File: src/rtl/motor_pwm_map.svh
`ifndef MOTOR_PWM_MAP_SVH
`define MOTOR_PWM_MAP_SVH
// ====================
// Register offsets (word index on the register port).
`define REG_TB_CONTROL 4'h0
`define REG_TB_COUNTER 4'h1
`define REG_TB_PERIOD 4'h2
`define REG_SEVT_COMPARE 4'h3
`define REG_PAIR_CONTROL 4'h4
`define REG_UPDATE_CONTROL 4'h5
`define REG_DUTY_FIRST 4'h6
`define REG_DUTY_LAST 4'h9
`define REG_OVERRIDE 4'ha
`define REG_FAULT_CONTROL 4'hb
`define REG_STATUS 4'hc
// ====================
// Field positions.
`define TBC_ENABLE_BIT 15
`define TBC_IDLE_STOP_BIT 13
`define TBC_POSTSCALE_LSB 4
`define TBC_PRESCALE_LSB 2
`define TBC_MODE_LSB 0
`define DIR_BIT 15
`define PAIR_MODE_LSB 8
`define PAIR_HIGH_EN_LSB 4
`define PAIR_LOW_EN_LSB 0
`define UPD_SEVT_POST_LSB 8
`define UPD_IMMEDIATE_BIT 2
`define UPD_DISABLE_BIT 0
`define OVR_VALUE_LSB 8
`define OVR_ENABLE_LSB 0
`define FLT_STATE_LSB 8
`define FLT_ENABLE_LSB 0
// ====================
// Reset values and prescaler terminal counts.
`define RESET_WORD 16'h0000
`define PRESCALE_TC_1 6'h00
`define PRESCALE_TC_4 6'h03
`define PRESCALE_TC_16 6'h0f
`define PRESCALE_TC_64 6'h3f
`endif

File: src/rtl/motor_pwm_pkg.sv
`default_nettype none
package motor_pwm_pkg;
   // Time base operating modes.
   typedef enum logic [1:0] {
      MODE_FREE_RUN = 2'h0,
      MODE_SINGLE_PULSE = 2'h1,
      MODE_UP_DOWN = 2'h2,
      MODE_UP_DOWN_DOUBLE = 2'h3
   } time_base_mode_t;
   // Time base input clock prescale selections.
   typedef enum logic [1:0] {
      PRESCALE_1 = 2'h0,
      PRESCALE_4 = 2'h1,
      PRESCALE_16 = 2'h2,
      PRESCALE_64 = 2'h3
   } time_base_prescale_t;
endpackage : motor_pwm_pkg
`default_nettype wire

File: src/rtl/motor_pwm_time_base.sv
// Functional notes
// - Four duty generators drive four output pairs.
// - Complementary pair: low is inverse of high.
// - Duty values are up to 16 bits.
// - Period may change while running.
// - Edge-aligned up count; center-aligned up/down.
// - Single-pulse mode runs once then stops.
// - Center mode events at period and zero; MODE_UP_DOWN gives zero only, MODE_UP_DOWN_DOUBLE gives both.
// - Software override replaces generated output state.
// - Enabled fault drives outputs to programmed state.
// - Duty updates immediate or at boundary.
// - Special-event comparator triggers other peripherals.
// - Counter bit 15 shows direction, read-only.
// - Counter bits 14-0 readable and writable.
// - Period is bits 14-0; bit 15 zero.
// - Trigger when count equals compare value.
// - Trigger also needs matching direction bit.
// - Four-bit postscaler, 0000 1:1, 0001 1:2.
// - Output enable reset follows configuration strap.
//
// Added by the designer: strobed register access and the register offsets.
`include "motor_pwm_map.svh"
`default_nettype none
module motor_pwm_time_base
   import motor_pwm_pkg::*;
#(
   parameter int PAIRS = 4,
   parameter int COUNT_W = 15,
   parameter int DUTY_W = 16
) (
   input wire logic mclk,
   input wire logic rst_n,
   input wire logic [3:0] reg_addr,
   input wire logic [15:0] reg_wdata,
   input wire logic reg_wr,
   input wire logic reg_rd,
   output logic [15:0] reg_rdata,
   input wire logic cpu_idle,
   input wire logic fault_in_n,
   input wire logic pin_enable_strap,
   output logic [PAIRS-1:0] high_output,
   output logic [PAIRS-1:0] low_output,
   output logic [PAIRS-1:0] high_output_oe_n,
   output logic [PAIRS-1:0] low_output_oe_n,
   output logic period_event,
   output logic special_event_trigger
);
   // ====================
   // Elaboration checks
   initial begin
      if (PAIRS != 4) $error("four pairs only");
      if (COUNT_W != 15) $error("count width 15");
      if (DUTY_W < 1 || DUTY_W > 16) $error("duty width 1..16");
   end

   // ====================
   // Declarations
   logic tb_enable;
   logic idle_stop;
   logic [3:0] postscale;
   time_base_prescale_t prescale;
   time_base_mode_t mode;
   logic [COUNT_W-1:0] count;
   logic count_direction;
   logic [COUNT_W-1:0] period_value;
   logic special_event_direction;
   logic [COUNT_W-1:0] special_event_compare_value;
   logic [PAIRS-1:0] pair_independent_select;
   logic [PAIRS-1:0] high_output_enable;
   logic [PAIRS-1:0] low_output_enable;
   logic [3:0] sevt_postscale;
   logic immediate_update;
   logic update_disable;
   logic [2*PAIRS-1:0] override_value;
   logic [2*PAIRS-1:0] override_enable;
   logic [2*PAIRS-1:0] fault_state;
   logic [PAIRS-1:0] fault_enable;
   logic [DUTY_W-1:0] duty_buffer [PAIRS];
   logic [DUTY_W-1:0] duty_active [PAIRS];
   logic [5:0] pre_count;
   logic [5:0] pre_limit;
   logic [3:0] post_count;
   logic [3:0] sevt_post_count;
   logic fault_meta;
   logic fault_sync_n;
   logic strap_meta;
   logic strap_sync;
   logic running;
   logic tick;
   logic at_period;
   logic boundary;
   logic single_done;
   logic sevt_match;
   logic [PAIRS-1:0] pair_fault;
   logic [PAIRS-1:0] pair_high;
   logic [PAIRS-1:0] pair_low;
   logic wr_ctl;
   logic wr_cnt;
   logic [15:0] next_rdata;

   assign wr_ctl = reg_wr && (reg_addr == `REG_TB_CONTROL);
   assign wr_cnt = reg_wr && (reg_addr == `REG_TB_COUNTER);

   // ====================
   // Pin synchronisers
   // Fault pin and enable strap each pass two flip-flops.
   always_ff @(posedge mclk) begin
      fault_meta <= fault_in_n;
      fault_sync_n <= fault_meta;
      strap_meta <= pin_enable_strap;
      strap_sync <= strap_meta;
   end

   // ====================
   // Time base control
   // Software write wins over the single-pulse self clear.
   always_ff @(posedge mclk) begin
      if (!rst_n) begin
         tb_enable <= 1'b0;
         idle_stop <= 1'b0;
         postscale <= 4'h0;
         prescale <= PRESCALE_1;
         mode <= MODE_FREE_RUN;
      end else if (wr_ctl) begin
         tb_enable <= reg_wdata[`TBC_ENABLE_BIT];
         idle_stop <= reg_wdata[`TBC_IDLE_STOP_BIT];
         postscale <= reg_wdata[`TBC_POSTSCALE_LSB +: 4];
         prescale <= time_base_prescale_t'(reg_wdata[`TBC_PRESCALE_LSB +: 2]);
         mode <= time_base_mode_t'(reg_wdata[`TBC_MODE_LSB +: 2]);
      end else if (single_done) begin
         tb_enable <= 1'b0;
      end
   end

   // Remaining software registers.
   always_ff @(posedge mclk) begin
      if (!rst_n) begin
         period_value <= '0;
         special_event_direction <= 1'b0;
         special_event_compare_value <= '0;
         pair_independent_select <= '0;
         high_output_enable <= strap_sync ? 4'hf : 4'h0;
         low_output_enable <= strap_sync ? 4'hf : 4'h0;
         sevt_postscale <= 4'h0;
         immediate_update <= 1'b0;
         update_disable <= 1'b0;
         override_value <= '0;
         override_enable <= '0;
         fault_state <= '0;
         fault_enable <= '0;
      end else if (reg_wr) begin
         case (reg_addr)
            `REG_TB_PERIOD: begin
               period_value <= reg_wdata[COUNT_W-1:0];
            end
            `REG_SEVT_COMPARE: begin
               special_event_direction <= reg_wdata[`DIR_BIT];
               special_event_compare_value <= reg_wdata[COUNT_W-1:0];
            end
            `REG_PAIR_CONTROL: begin
               pair_independent_select <= reg_wdata[`PAIR_MODE_LSB +: 4];
               high_output_enable <= reg_wdata[`PAIR_HIGH_EN_LSB +: 4];
               low_output_enable <= reg_wdata[`PAIR_LOW_EN_LSB +: 4];
            end
            `REG_UPDATE_CONTROL: begin
               sevt_postscale <= reg_wdata[`UPD_SEVT_POST_LSB +: 4];
               immediate_update <= reg_wdata[`UPD_IMMEDIATE_BIT];
               update_disable <= reg_wdata[`UPD_DISABLE_BIT];
            end
            `REG_OVERRIDE: begin
               override_value <= reg_wdata[`OVR_VALUE_LSB +: 8];
               override_enable <= reg_wdata[`OVR_ENABLE_LSB +: 8];
            end
            `REG_FAULT_CONTROL: begin
               fault_state <= reg_wdata[`FLT_STATE_LSB +: 8];
               fault_enable <= reg_wdata[`FLT_ENABLE_LSB +: 4];
            end
            default: begin
            end
         endcase
      end
   end

   // ====================
   // Prescaler
   // Select the terminal count of the input clock divider.
   always_comb begin
      case (prescale)
         PRESCALE_1: pre_limit = `PRESCALE_TC_1;
         PRESCALE_4: pre_limit = `PRESCALE_TC_4;
         PRESCALE_16: pre_limit = `PRESCALE_TC_16;
         PRESCALE_64: pre_limit = `PRESCALE_TC_64;
         default: pre_limit = `PRESCALE_TC_1;
      endcase
   end

   assign running = tb_enable && !(cpu_idle && idle_stop);
   assign tick = running && (pre_count == pre_limit);

   // The divider restarts whenever the time base is held.
   always_ff @(posedge mclk) begin
      if (!rst_n || !running || tick) begin
         pre_count <= 6'h00;
      end else begin
         pre_count <= pre_count + 6'h01;
      end
   end

   // ====================
   // Time base counter
   // A count at or past the period wraps in edge modes and turns down in center modes, so a shrunken period never runs away.
   assign at_period = (count >= period_value);
   assign single_done = tick && (mode == MODE_SINGLE_PULSE) && at_period;

   // Boundary events: period in edge modes, zero and optionally period in center modes.
   always_comb begin
      boundary = 1'b0;
      if (tick) begin
         case (mode)
            MODE_FREE_RUN: boundary = at_period;
            MODE_SINGLE_PULSE: boundary = at_period;
            MODE_UP_DOWN: boundary = count_direction && (count == '0);
            MODE_UP_DOWN_DOUBLE: begin
               boundary = count_direction ? (count == '0) : at_period;
            end
            default: boundary = 1'b0;
         endcase
      end
   end

   // Count up, or up then down, at each prescaled tick.
   always_ff @(posedge mclk) begin
      if (!rst_n) begin
         count <= '0;
         count_direction <= 1'b0;
      end else if (wr_cnt) begin
         count <= reg_wdata[COUNT_W-1:0];
      end else if (tick) begin
         case (mode)
            MODE_FREE_RUN, MODE_SINGLE_PULSE: begin
               count_direction <= 1'b0;
               count <= at_period ? '0 : count + 1'b1;
            end
            MODE_UP_DOWN, MODE_UP_DOWN_DOUBLE: begin
               if (!count_direction && at_period) begin
                  count_direction <= 1'b1;
                  count <= count - 1'b1;
               end else if (count_direction && count == '0) begin
                  count_direction <= 1'b0;
                  count <= count + 1'b1;
               end else if (count_direction) begin
                  count <= count - 1'b1;
               end else begin
                  count <= count + 1'b1;
               end
            end
            default: begin
               count <= '0;
            end
         endcase
      end
   end

   // ====================
   // Output event postscaler
   always_ff @(posedge mclk) begin
      if (!rst_n) begin
         post_count <= 4'h0;
         period_event <= 1'b0;
      end else begin
         period_event <= 1'b0;
         if (boundary) begin
            if (post_count == postscale) begin
               post_count <= 4'h0;
               period_event <= 1'b1;
            end else begin
               post_count <= post_count + 4'h1;
            end
         end
      end
   end

   // ====================
   // Special-event comparator
   assign sevt_match = tick && (count == special_event_compare_value) &&
      (count_direction == special_event_direction);

   // Postscaled one-cycle trigger toward other peripherals.
   always_ff @(posedge mclk) begin
      if (!rst_n) begin
         sevt_post_count <= 4'h0;
         special_event_trigger <= 1'b0;
      end else begin
         special_event_trigger <= 1'b0;
         if (sevt_match) begin
            if (sevt_post_count == sevt_postscale) begin
               sevt_post_count <= 4'h0;
               special_event_trigger <= 1'b1;
            end else begin
               sevt_post_count <= sevt_post_count + 4'h1;
            end
         end
      end
   end

   // ====================
   // Duty generators and pair outputs
   assign pair_fault = fault_enable & {PAIRS{~fault_sync_n}};

   for (genvar i = 0; i < PAIRS; i++) begin : g_pair
      // Buffered duty written by software.
      always_ff @(posedge mclk) begin
         if (!rst_n) begin
            duty_buffer[i] <= '0;
         end else if (reg_wr && reg_addr == 4'(`REG_DUTY_FIRST + i)) begin
            duty_buffer[i] <= reg_wdata[DUTY_W-1:0];
         end
      end

      // Active duty follows at once or at the boundary.
      always_ff @(posedge mclk) begin
         if (!rst_n) begin
            duty_active[i] <= '0;
         end else if (immediate_update || (boundary && !update_disable)) begin
            duty_active[i] <= duty_buffer[i];
         end
      end

      pwm_pair_stage #(
         .COUNT_W(COUNT_W),
         .DUTY_W(DUTY_W)
      ) u_stage (
         .mclk(mclk),
         .rst_n(rst_n),
         .count(count),
         .duty(duty_active[i]),
         .pair_independent_select(pair_independent_select[i]),
         .fault_active(pair_fault[i]),
         .fault_state(fault_state[2*i +: 2]),
         .override_en(override_enable[2*i +: 2]),
         .override_val(override_value[2*i +: 2]),
         .high_output(pair_high[i]),
         .low_output(pair_low[i])
      );

      // A released pin is handed to general I/O and driven low here.
      assign high_output[i] = pair_high[i] & high_output_enable[i];
      assign low_output[i] = pair_low[i] & low_output_enable[i];
      assign high_output_oe_n[i] = ~high_output_enable[i];
      assign low_output_oe_n[i] = ~low_output_enable[i];
   end

   // ====================
   // Register read port
   // Read data are selected here and registered for the next cycle.
   always_comb begin
      next_rdata = `RESET_WORD;
      case (reg_addr)
         `REG_TB_CONTROL: begin
            next_rdata[`TBC_ENABLE_BIT] = tb_enable;
            next_rdata[`TBC_IDLE_STOP_BIT] = idle_stop;
            next_rdata[`TBC_POSTSCALE_LSB +: 4] = postscale;
            next_rdata[`TBC_PRESCALE_LSB +: 2] = prescale;
            next_rdata[`TBC_MODE_LSB +: 2] = mode;
         end
         `REG_TB_COUNTER: next_rdata = {count_direction, count};
         `REG_TB_PERIOD: next_rdata = {1'b0, period_value};
         `REG_SEVT_COMPARE: begin
            next_rdata = {special_event_direction, special_event_compare_value};
         end
         `REG_PAIR_CONTROL: begin
            next_rdata[`PAIR_MODE_LSB +: 4] = pair_independent_select;
            next_rdata[`PAIR_HIGH_EN_LSB +: 4] = high_output_enable;
            next_rdata[`PAIR_LOW_EN_LSB +: 4] = low_output_enable;
         end
         `REG_UPDATE_CONTROL: begin
            next_rdata[`UPD_SEVT_POST_LSB +: 4] = sevt_postscale;
            next_rdata[`UPD_IMMEDIATE_BIT] = immediate_update;
            next_rdata[`UPD_DISABLE_BIT] = update_disable;
         end
         `REG_OVERRIDE: next_rdata = {override_value, override_enable};
         `REG_FAULT_CONTROL: next_rdata = {fault_state, 4'h0, fault_enable};
         `REG_STATUS: next_rdata = {8'h00, pair_fault, 2'h0, running, ~fault_sync_n};
         default: begin
            if (reg_addr >= `REG_DUTY_FIRST && reg_addr <= `REG_DUTY_LAST) begin
               next_rdata[DUTY_W-1:0] = duty_buffer[2'(reg_addr - `REG_DUTY_FIRST)];
            end
         end
      endcase
   end

   // Read data stand only in the cycle after the read strobe.
   always_ff @(posedge mclk) begin
      if (!rst_n || !reg_rd) begin
         reg_rdata <= `RESET_WORD;
      end else begin
         reg_rdata <= next_rdata;
      end
   end
endmodule : motor_pwm_time_base
`default_nettype wire

File: src/rtl/pwm_pair_stage.sv
`default_nettype none
module pwm_pair_stage
   import motor_pwm_pkg::*;
#(
   parameter int COUNT_W = 15,
   parameter int DUTY_W = 16
) (
   input wire logic mclk,
   input wire logic rst_n,
   input wire logic [COUNT_W-1:0] count,
   input wire logic [DUTY_W-1:0] duty,
   input wire logic pair_independent_select,
   input wire logic fault_active,
   input wire logic [1:0] fault_state,
   input wire logic [1:0] override_en,
   input wire logic [1:0] override_val,
   output logic high_output,
   output logic low_output
);
   initial begin
      if (DUTY_W < COUNT_W) $error("duty narrower than count");
   end

   logic pwm_raw;
   logic next_high;
   logic next_low;

   // Compare the time base with the duty value.
   assign pwm_raw = (DUTY_W'(count) < duty);

   // Fault state wins over override, and override over the waveform.
   always_comb begin
      next_high = pwm_raw;
      next_low = pair_independent_select ? pwm_raw : ~pwm_raw;
      if (override_en[1]) next_high = override_val[1];
      if (override_en[0]) next_low = override_val[0];
      if (fault_active) begin
         next_high = fault_state[1];
         next_low = fault_state[0];
      end
   end

   // Registered pair outputs.
   always_ff @(posedge mclk) begin
      if (!rst_n) begin
         high_output <= 1'b0;
         low_output <= 1'b0;
      end else begin
         high_output <= next_high;
         low_output <= next_low;
      end
   end
endmodule : pwm_pair_stage
`default_nettype wire

File: config.mk
export PLATFORM = sky130hd
export DESIGN_NAME = motor_pwm_time_base
export DESIGN_NICKNAME = d
export VERILOG_FILES = /design/src/rtl/motor_pwm_pkg.sv /design/src/rtl/motor_pwm_time_base.sv /design/src/rtl/pwm_pair_stage.sv
export VERILOG_INCLUDE_DIRS = /design/src /design/src/rtl
export SDC_FILE = /design/constraint.sdc
export NUM_CORES = 1
export LEC_CHECK = 0
export BUFFER_PORTS_ARGS = -buffer_cell sky130_fd_sc_hd__buf_4
export CAP_MARGIN = 20
export CORE_ASPECT_RATIO = 1.2
export CORE_MARGIN = 2
export CORE_UTILIZATION = 54
export CTS_CLUSTER_SIZE = 30
export DETAILED_ROUTE_END_ITERATION = 7
export PLACE_DENSITY = 0.71
export REMOVE_ABC_BUFFERS = 1
export SKIP_CTS_REPAIR_TIMING = 1
export SLEW_MARGIN = 20
export SYNTH_ARGS = -nofsm -noshare
export SYNTH_HDL_FRONTEND = slang
export SYNTH_SLANG_ARGS = --single-unit
File: constraint.sdc
create_clock -name mclk -period 4.15 [get_ports mclk]
set_input_delay 0.6225 -clock mclk [delete_from_list [all_inputs] [get_ports mclk]]
set_output_delay 0.6225 -clock mclk [all_outputs]
set_load 0.02 [all_outputs]
==> flow_summary.toml, run 1 <==
[cts]
cts.sinks = 275
cts_max_level = 1
clk_transition_reported_paths_ns = 0.07
clk_path_buf_depth = 3
insertion_delay_ns = 0.55
cts_tree = "yes"
ctsRootBufferMaster = "clkbuf_16"
cts_buffers = 27

[power_and_ir_drop]
ir_drop_uv = 334
p_leak_nw = 6.33
power_frac_comb = 0.098
p_seq_frac = 0.496
power.total_mw = 6.07
p_sw_frac = 0.247
p_switching_mw = 1.50
power.density_nw_per_um2 = 377
p_int_mw = 4.58
p_clk_frac = 0.407

[floorplan]
die_x_um = 153
dieArea_um2 = 28000
boundaryPins = 61
initial_core_util = 0.548
std_cell_rows = 65
die_height_um = 183
core_um2 = 26300

[placement]
gp_routability_congestion = 0.989
dp.cells = 1823
port_buffers = 60
hpwl_um = 31700

[worst_setup_path]
crit_family = "compound AO/OA/AOI/OAI gates"
cp_cell_sequence = "inv_1 > ha_1 > nor2b_1 > o21ai_0 > a21oi_1 > o31ai_1 > a21oi_1 > nor3_2 > o21a_2 > buf_4 > and2_1"
cpMostUsedCell = "a21oi_1"
path_buf_inv = 2
slowest_stage = "dfxtp_1"
cp_data_required_time_ns = 4.55
critPathMaxFanout = 64
critPathKind = "reg2reg"
critPathMaxStageDelay_ns = 0.60
critPathLaunchType = "flip-flop"
end_kind = "flip-flop"
arrival_ns = 3.64

[flow_run]
cap_violations = 0

[global_routing]
grt_pass1_vias = 11400
gr-total-overflow = 0
antenna_found_initial = 0
grt_max_degree = 100
grtUsageTotal = 0.314
grt_pass1_wl_um = 67300

[timing]
tightest_slew_ns = 1.17
clock_skew_ns = 0.0224
fin_setup_tns_ns = 0
post-route-period-util = 0.782
rsz0062_at_grt = "false"
relSlewSlack = 0.220
period_needed_ns = 3.25
slew_viol_final = 0
hold_violations = 0
fmax_mhz = 308
whs_ns = 0.183
setup_viol = 0

[final_layout]
n_antenna_cell = 0
final_nets = 1621
area_growth_pct = 11.9
layout_commonest_cell = "nand2_1"
fin_cells = 1871
final_cell_mix = "nand2_1, dfxtp_1, edfxtp_1"
final_layout_size_suffix_gt1_frac = 0.118

[min_path]
hp-class = "in2reg"

[yosys]
synth_edf_count = 136
synth_flop_cell = "dfxtp_1"
synth-seq-cells = 275
avgSynthCellArea_um2 = 9.71
yosysSeqAreaShare = 0.477
synth_async_sr_flop_share = 0
yosysUniqueCellTypes = 67
synth_area_um2 = 14400
syn_inst = 1481
yosysWarnings = 0

[route]
ant_nets = 0
vias = 11600
drcViolationCount = 0
wire_per_inst_um = 23.6
firstDrtPassIters = 6
routed_via_density = 6.19
drt_wl_total_um = 44200
drt_iter0_drc = 1096

[status]
status = "finished, final reports clean"
## per-layer routing
metal,wire [µm],track usage,vias to the layer above,part of all wire
li1,-,-,5336,-
met1,17400,0.400,5630,0.39
met2,21200,0.532,503,0.48
met3,3160,0.0406,109,0.071
met4,2400,0.156,0,0.054
met5,0,0,-,0
## registers in the layout, indices dropped and copies added, names as in the netlist, 2 cells and up
register and count:
period_value 15, override_value 8, sevt_postscale 4, post_count 4
fault_enable 4, mode 2, sevt_post_count 4, special_event_compare_value 15
duty_active 64, pre_count 6, g_pair.u_stage.low_output 4, g_pair.u_stage.high_output 4
override_enable 8, count 15, pair_independent_select 4, reg_rdata 16
low_output_enable 4, postscale 4, fault_state 8, high_output_enable 4
prescale 2, duty_buffer 64
## final cells by class
| class | count | area [µm²] |
|---|---|---|
| clock buffer | 40 | 817 |
| clock inverter | 7 | 73.8 |
| inverter | 92 | 345 |
| sequential | 275 | 6870 |
| timing repair buffer | 99 | 768 |
| tap | 335 | 419 |
| multi-input combinational | 1023 | 6810 |
| fill | 2254 | 10200 |
## power groups by stage
stage	logic, mW	registers, mW	clock network, mW
finish	0.592	3.01	2.47
floorplan	0.309	3.04	0
CTS	0.584	3.01	2.49
global route	0.638	3.02	2.59
global placement	0.568	3.07	0
detailed placement	0.580	3.07	0
## path summary, 6_finish.rpt
path | from | end | slack [ns] | cells after the start
min | pin_enable_strap | strap_meta | 0.18 | 1
max reg2reg | count[0] | duty_active[2][11] | 0.90 | 11
max | count[0] | duty_active[2][11] | 0.90 | 11
min reg2reg | fault_meta | fault_sync_n | 0.33 | 0
## synthesized netlist by cell type (all sizes together), types with 8 or more instances
cell | count | share of area
nand2 | 225 | 0.059
dfxtp | 139 | 0.19
edfxtp | 136 | 0.28
inv | 92 | 0.024
a21boi | 79 | 0.041
and2 | 79 | 0.034
ha | 76 | 0.066
nor2 | 75 | 0.020
clkbuf | 70 | 0.018
o21ai | 48 | 0.017
and3 | 47 | 0.020
a21oi | 40 | 0.014
nor3 | 29 | 0.012
xor2 | 27 | 0.016
nand3 | 24 | 0.0087
buf | 21 | 0.0086
nand2b | 21 | 0.0091
a221oi | 20 | 0.012
a31oi | 20 | 0.0087
nor2b | 19 | 0.0083
nor4 | 19 | 0.0083
mux4 | 16 | 0.025
nand4 | 15 | 0.0065
a21o | 13 | 0.0068
a222oi | 13 | 0.0090
a22o | 10 | 0.0061
o211ai | 10 | 0.0056
xnor2 | 10 | 0.0061
mux2i | 9 | 0.0063
nand3b | 9 | 0.0047
nand4b | 8 | 0.0049
## cell families (layout without fill, tap and decap cells)
group	count (synthesis)	in the layout	synth area share
fa+ha+maj	76	76	0.0661
xor+xnor	37	37	0.0225
simple gates	589	589	0.206
flops	275	275	0.477
mux	25	25	0.0313
compound gates	296	296	0.146
buf+inv	183	238	0.0509
## metrics by stage
stage,setup WS [ns],utilization,cell area [µm²]
finish,0.904,0.613,16100
global route,0.558,0.613,16100
CTS,0.947,0.613,16100
detailed placement,1.00,0.579,15200
global placement,1.09,0.579,15200
floorplan,0.912,-,14000
(Power assumes the default switching activity.)
==> run 2: changes to the inputs <==
- ABC_AREA: default -> 1
- clock period: 4.15 -> 3.3 ns (I/O delays scaled with it)
==> run 2 against run 1 <==
Against the previous run: total power grew 28%; via count up 12%; worst setup slack worse by 0.53 ns; die area up 4.2%; highest routed layer unchanged; synthesized area up 4.3%.
==> flow_summary.toml, run 2 <==
[min_path]
hp-class = "in2reg"

[power_and_ir_drop]
p_leak_nw = 7.38
power.density_nw_per_um2 = 463
ir_drop_uv = 530
p_seq_frac = 0.483
p_clk_frac = 0.405
p_switching_mw = 2.04
power_frac_comb = 0.112
p_int_mw = 5.76
p_sw_frac = 0.262

[final_layout]
regArea_um2 = 6870
top_regs = "duty_active (64), duty_buffer (64), reg_rdata (16)"
area_growth_pct = 12.2
final_cell_mix = "inv_1, nand2_1, a21oi_1"
final_nets = 1944
n_antenna_cell = 0
layout_commonest_cell = "inv_1"
final_layout_size_suffix_gt1_frac = 0.135
design_area_um2 = 16800
multi_input_area_um2 = 6580
nFillCells = 2399

[yosys]
synth-seq-cells = 275
synth_top_area_frac = 0.272
yosysUniqueCellTypes = 53
yosysMostFrequentCell = "inv_1"
synth_flop_cell = "dfxtp_1"
synth_edf_count = 136
synth_area_leaders = "edfxtp_1, dfxtp_1, inv_1, ha_1, nand2_1"
synth_common_cells = "inv_1, nand2_1, a21oi_1"
synth_async_sr_flop_share = 0
avgSynthCellArea_um2 = 8.51
yosysWarnings = 0
yosysSeqAreaShare = 0.458
synth_area_um2 = 15000
synth_top_area_cell = "edfxtp_1"
syn_inst = 1764

[route]
ant_nets = 0
wire_per_inst_um = 22.2
firstDrtPassIters = 6
vias = 13000
routed_via_density = 5.90
drt_iter0_drc = 1608
drt_wl_total_um = 49000
drcViolationCount = 0

[timing]
period_needed_ns = 2.93
rsz0062_at_grt = "false"
post-route-period-util = 0.888
fin_ws_ns = 0.370
clock_skew_ns = 0.0243
slew_viol_final = 0
fin_setup_tns_ns = 0
fmax_mhz = 341
hold_violations = 0
setup_viol = 0
tightest_slew_ns = 0.877
relSlewSlack = 0.414

[floorplan]
dieArea_um2 = 29100
initial_core_util = 0.551
die_height_um = 187
die_x_um = 156
std_cell_rows = 66
core_um2 = 27300
boundaryPins = 61

[worst_setup_path]
critPathLaunchType = "flip-flop"
critPathKind = "reg2reg"
cp_data_required_time_ns = 3.58
end_kind = "flip-flop"
arrival_ns = 3.21
critPathMaxFanout = 64

[global_routing]
antenna_found_initial = 1
grt_pass1_wl_um = 73500
grt_max_degree = 65
grt_pass1_vias = 12400
grtUsageTotal = 0.336
gr-total-overflow = 0

[placement]
dpl_cell_area_um2 = 15900
port_buffers = 60
pre_cts_ws_ns = 0.454
gp_routability_congestion = 1.10
hpwl_um = 36300

[cts]
clk_transition_reported_paths_ns = 0.06
cts_buffers = 28
cts.sinks = 275
ctsRootBufferMaster = "clkbuf_16"
insertion_delay_ns = 0.57
clk_path_buf_depth = 3
cts_max_level = 1
cts_tree = "yes"

[flow_run]
cap_violations = 0

[status]
status = "finished, final reports clean"
[run 2: changes by cell type in the layout (fill, tap and decap cells not counted), sizes merged, moves of 19 or more]
cell,delta
o21ai,+98
and2,-79
and3,-47
nor2,+140
nor2b,-19
nand3,+38
nand2,+29
a21boi,-79
inv,+206
o22ai,+63
a21oi,+128
nand2b,-21
[run 2: final timing paths]
kind / end / slack (ns) / depth (start not counted) / from
min: strap_meta / 0.03 / 1 / pin_enable_strap
min reg2reg: fault_sync_n / 0.33 / 0 / fault_meta
max reg2reg: duty_active[1][9] / 0.37 / 13 / count[1]
max: duty_active[1][9] / 0.37 / 13 / count[1]
[run 2: kinds of logic (layout without fill, tap and decap cells)]
kind of cell,count (synthesis),in the layout,share of synthesized area
xor+xnor,42,42,0.0245
simple gates,584,584,0.199
flops,275,275,0.458
buf+inv,373,472,0.104
fa+ha+maj,76,76,0.0634
compound gates,414,414,0.152
[run 2: layout make-up]
type | instances | area share
timing repair buffer | 110 | 0.0520
tap | 340 | 0.0253
clock inverter | 12 | 0.00825
multi-input combinational | 1116 | 0.391
clock buffer | 40 | 0.0461
inverter | 310 | 0.0696
sequential | 275 | 0.408
[run 2: routing by layer]
| metal | part of all wire | track usage | wire length [µm] | vias to the layer above |
|---|---|---|---|---|
| li1 | - | - | - | 6015 |
| met1 | 0.39 | 0.454 | 19100 | 6026 |
| met2 | 0.44 | 0.524 | 21700 | 803 |
| met3 | 0.11 | 0.0555 | 5280 | 161 |
| met4 | 0.059 | 0.164 | 2910 | 0 |
| met5 | 0 | 0 | 0 | - |
[run 2: stage by stage]
step           power [mW]  hold WS (ns)  cells  utilization
2_1_floorplan        4.34         0.310   1701            -
3_5_place_dp         4.69         0.314   2151        0.584
5_1_grt              8.04        0.0123   2203        0.618
4_1_cts              7.79        0.0164   2203        0.618
3_3_place_gp         4.67         0.312   2151        0.584
6_report             7.80        0.0294   2203        0.618
[run 2: critical path, stage by stage (launching register included)]
cell	delay (ns)
dfxtp_1	0.63
ha_1	0.33
nand3b_1	0.08
nand2_1	0.06
nand2_1	0.06
nand2_1	0.05
nand2_1	0.13
nand3_2	0.21
nand2_2	0.21
nand2_2	0.09
nand2_4	0.12
o21bai_4	0.09
or2_2	0.31
buf_12	0.20
[run 2: power by group through the flow]
stage | sequential [mW] | clock (mW) | combinational [mW]
final | 3.77 | 3.16 | 0.871
after global routing | 3.78 | 3.32 | 0.940
after CTS | 3.77 | 3.17 | 0.850
after detailed placement | 3.84 | 0 | 0.844
after global placement | 3.84 | 0 | 0.832
after floorplan | 3.84 | 0 | 0.506
==> run 3: changes to the inputs <==
- CELL_PAD_IN_SITES_DETAIL_PLACEMENT: default -> 1
- CELL_PAD_IN_SITES_GLOBAL_PLACEMENT: default -> 1
- CORE_UTILIZATION: 54 -> 48
- PLACE_DENSITY: 0.71 -> default
- PLACE_DENSITY_LB_ADDON: default -> 0.1
==> run 3 against run 2 <==
Against the previous run: hold slack worse by 0.012 ns; clock power is 4% higher; critical path type unchanged; non-clock buffer count is 3 lower; count of clock-buffer cells in the layout is 4 higher; via count is 1.2% higher; fmax is 6.1% lower; design area is 0.41% higher.
==> flow_summary.toml, run 3 (synthesized netlist as in run 2, its figures left out) <==
[route]
firstDrtPassIters = 5
wire_per_inst_um = 25.2
routed_via_density = 5.83
drt_iter0_drc = 1253
drt_wl_total_um = 56800
ant_nets = 0
vias = 13200
drcViolationCount = 0

[timing]
slew_viol_final = 0
rsz0062_at_grt = "false"
post-route-period-util = 0.946
tightest_slew_ns = 0.921
fmax_mhz = 320
relSlewSlack = 0.384
clock_skew_ns = 0.0260
fin_setup_tns_ns = 0
period_needed_ns = 3.12
setup_viol = 0
hold_violations = 0

[cts]
cts_buffers = 28
clk_transition_reported_paths_ns = 0.07
cts_tree = "yes"
insertion_delay_ns = 0.58
clk_path_buf_depth = 3
ctsRootBufferMaster = "clkbuf_16"
cts.sinks = 275
cts_max_level = 1

[final_layout]
final_nets = 1941
area_growth_pct = 12.7
design_area_um2 = 16900
final_layout_size_suffix_gt1_frac = 0.135
top_regs = "duty_active (64), duty_buffer (64), reg_rdata (16)"
n_antenna_cell = 0
nFillCells = 3633
layout_commonest_cell = "inv_1"
final_cell_mix = "inv_1, nand2_1, a21oi_1"

[worst_setup_path]
arrival_ns = 3.44
critPathMaxFanout = 25
ff2ff_setup_slack_ns = 0.18
reg2reg_to = "duty_active[0][3]"
end_kind = "flip-flop"
reg2reg_from = "count[1]"
cp_data_required_time_ns = 3.62
startpoint = "count[1]"
cp_cell_sequence = "ha_1 > nand3b_1 > nand2_1 > nand2_1 > nand2_1 > nand2_1 > nand3_2 > nand2_2 > nand2_2 > nand2_4 > o21bai_4 > nand2_8 > buf_4 > nor2_4"
crit_end = "duty_active[0][3]"
critPathKind = "reg2reg"
critPathLaunchType = "flip-flop"
cpMostUsedCell = "nand2_1"
critPathMaxStageDelay_ns = 0.69
reg2reg_depth = 14
slowest_stage = "dfxtp_1"

[floorplan]
std_cell_rows = 70
core_um2 = 30700
boundaryPins = 61
die_x_um = 165
die_height_um = 198
dieArea_um2 = 32700
initial_core_util = 0.489

[power_and_ir_drop]
power.density_nw_per_um2 = 471
p_clk_frac = 0.412
power_frac_comb = 0.114
p_seq_frac = 0.475
p_switching_mw = 2.11
p_int_mw = 5.86
p_leak_nw = 7.39
ir_drop_uv = 427
p_sw_frac = 0.265
power.total_mw = 7.97

[global_routing]
antenna_found_initial = 0
grt_pass1_vias = 13200
grt_max_degree = 65
grt_pass1_wl_um = 82700
grtUsageTotal = 0.349
gr-total-overflow = 0

[flow_run]
cap_violations = 0

[placement]
gp_routability_congestion = 0.991
dpl_cell_area_um2 = 16000
hpwl_um = 43400
port_buffers = 60

[status]
status = "finished, final reports clean"

[min_path]
hp-class = "in2reg"
run 3: cell types whose count changed in the layout (fill, tap and decap cells not counted), moves of 2 or more:
cell | previous run | this run
buf_4 | 106 | 103
clkbuf_16 | 28 | 30
clkbuf_2 | 0 | 3
clkinv_2 | 7 | 5
clkinvlp_4 | 2 | 0
run 3: power groups by stage:
stage,registers (mW),logic (mW),clock network [mW]
detailed placement,3.86,0.883,0
global placement,3.85,0.855,0
finish,3.78,0.906,3.28
global route,3.79,0.973,3.42
CTS,3.78,0.890,3.30
floorplan,3.84,0.506,0
run 3: how the worst min path moves through the flow:
stage / from / endpoint / slack (ns) / cells past startpoint
after floorplan: fault_meta / fault_sync_n / 0.31 / 0
after global placement: strap_meta / strap_sync / 0.31 / 0
after detailed placement: fault_meta / fault_sync_n / 0.32 / 0
after CTS: fault_in_n / fault_meta / 0.004 / 1
after global routing: pin_enable_strap / strap_meta / 0.01 / 1
final: fault_in_n / fault_meta / 0.02 / 1
run 3: per-layer routing:
layer,part of all wire,global-route usage,routed length (µm)
met5,0,0,0
met4,0.056,0.170,3200
met3,0.068,0.0424,3890
met2,0.46,0.564,26200
met1,0.41,0.462,23500
run 3: cell type report:
class                      instances  area [µm²]  share of cell area
sequential                       275        6870               0.406
multi-input combinational       1116        6590               0.390
timing repair buffer             107         853              0.0505
clock buffer                      44         837              0.0495
clock inverter                     7        96.3             0.00570
inverter                         310        1170              0.0693
tap                              396         495              0.0293
run 3: per-stage QoR:
stage,instances,hold WS [ns],setup WS (ns),util
final,2255,0.0169,0.178,0.552
after global routing,2255,0.0113,0.0376,0.552
after CTS,2255,0.00353,0.215,0.552
after floorplan,1701,0.310,0.232,-
after global placement,2204,0.314,0.352,0.521
after detailed placement,2204,0.323,0.228,0.521
run 3: worst max-delay path: cells and delay by family, from the launching register on:
family                   cells  cell delay (ns)
buffers and inverters        1             0.31
AND/OR/NAND/NOR             11             1.41
AO/OA/AOI/OAI                1             0.09
flip-flops                   1             0.69
adder cells (fa/ha/maj)      1             0.35
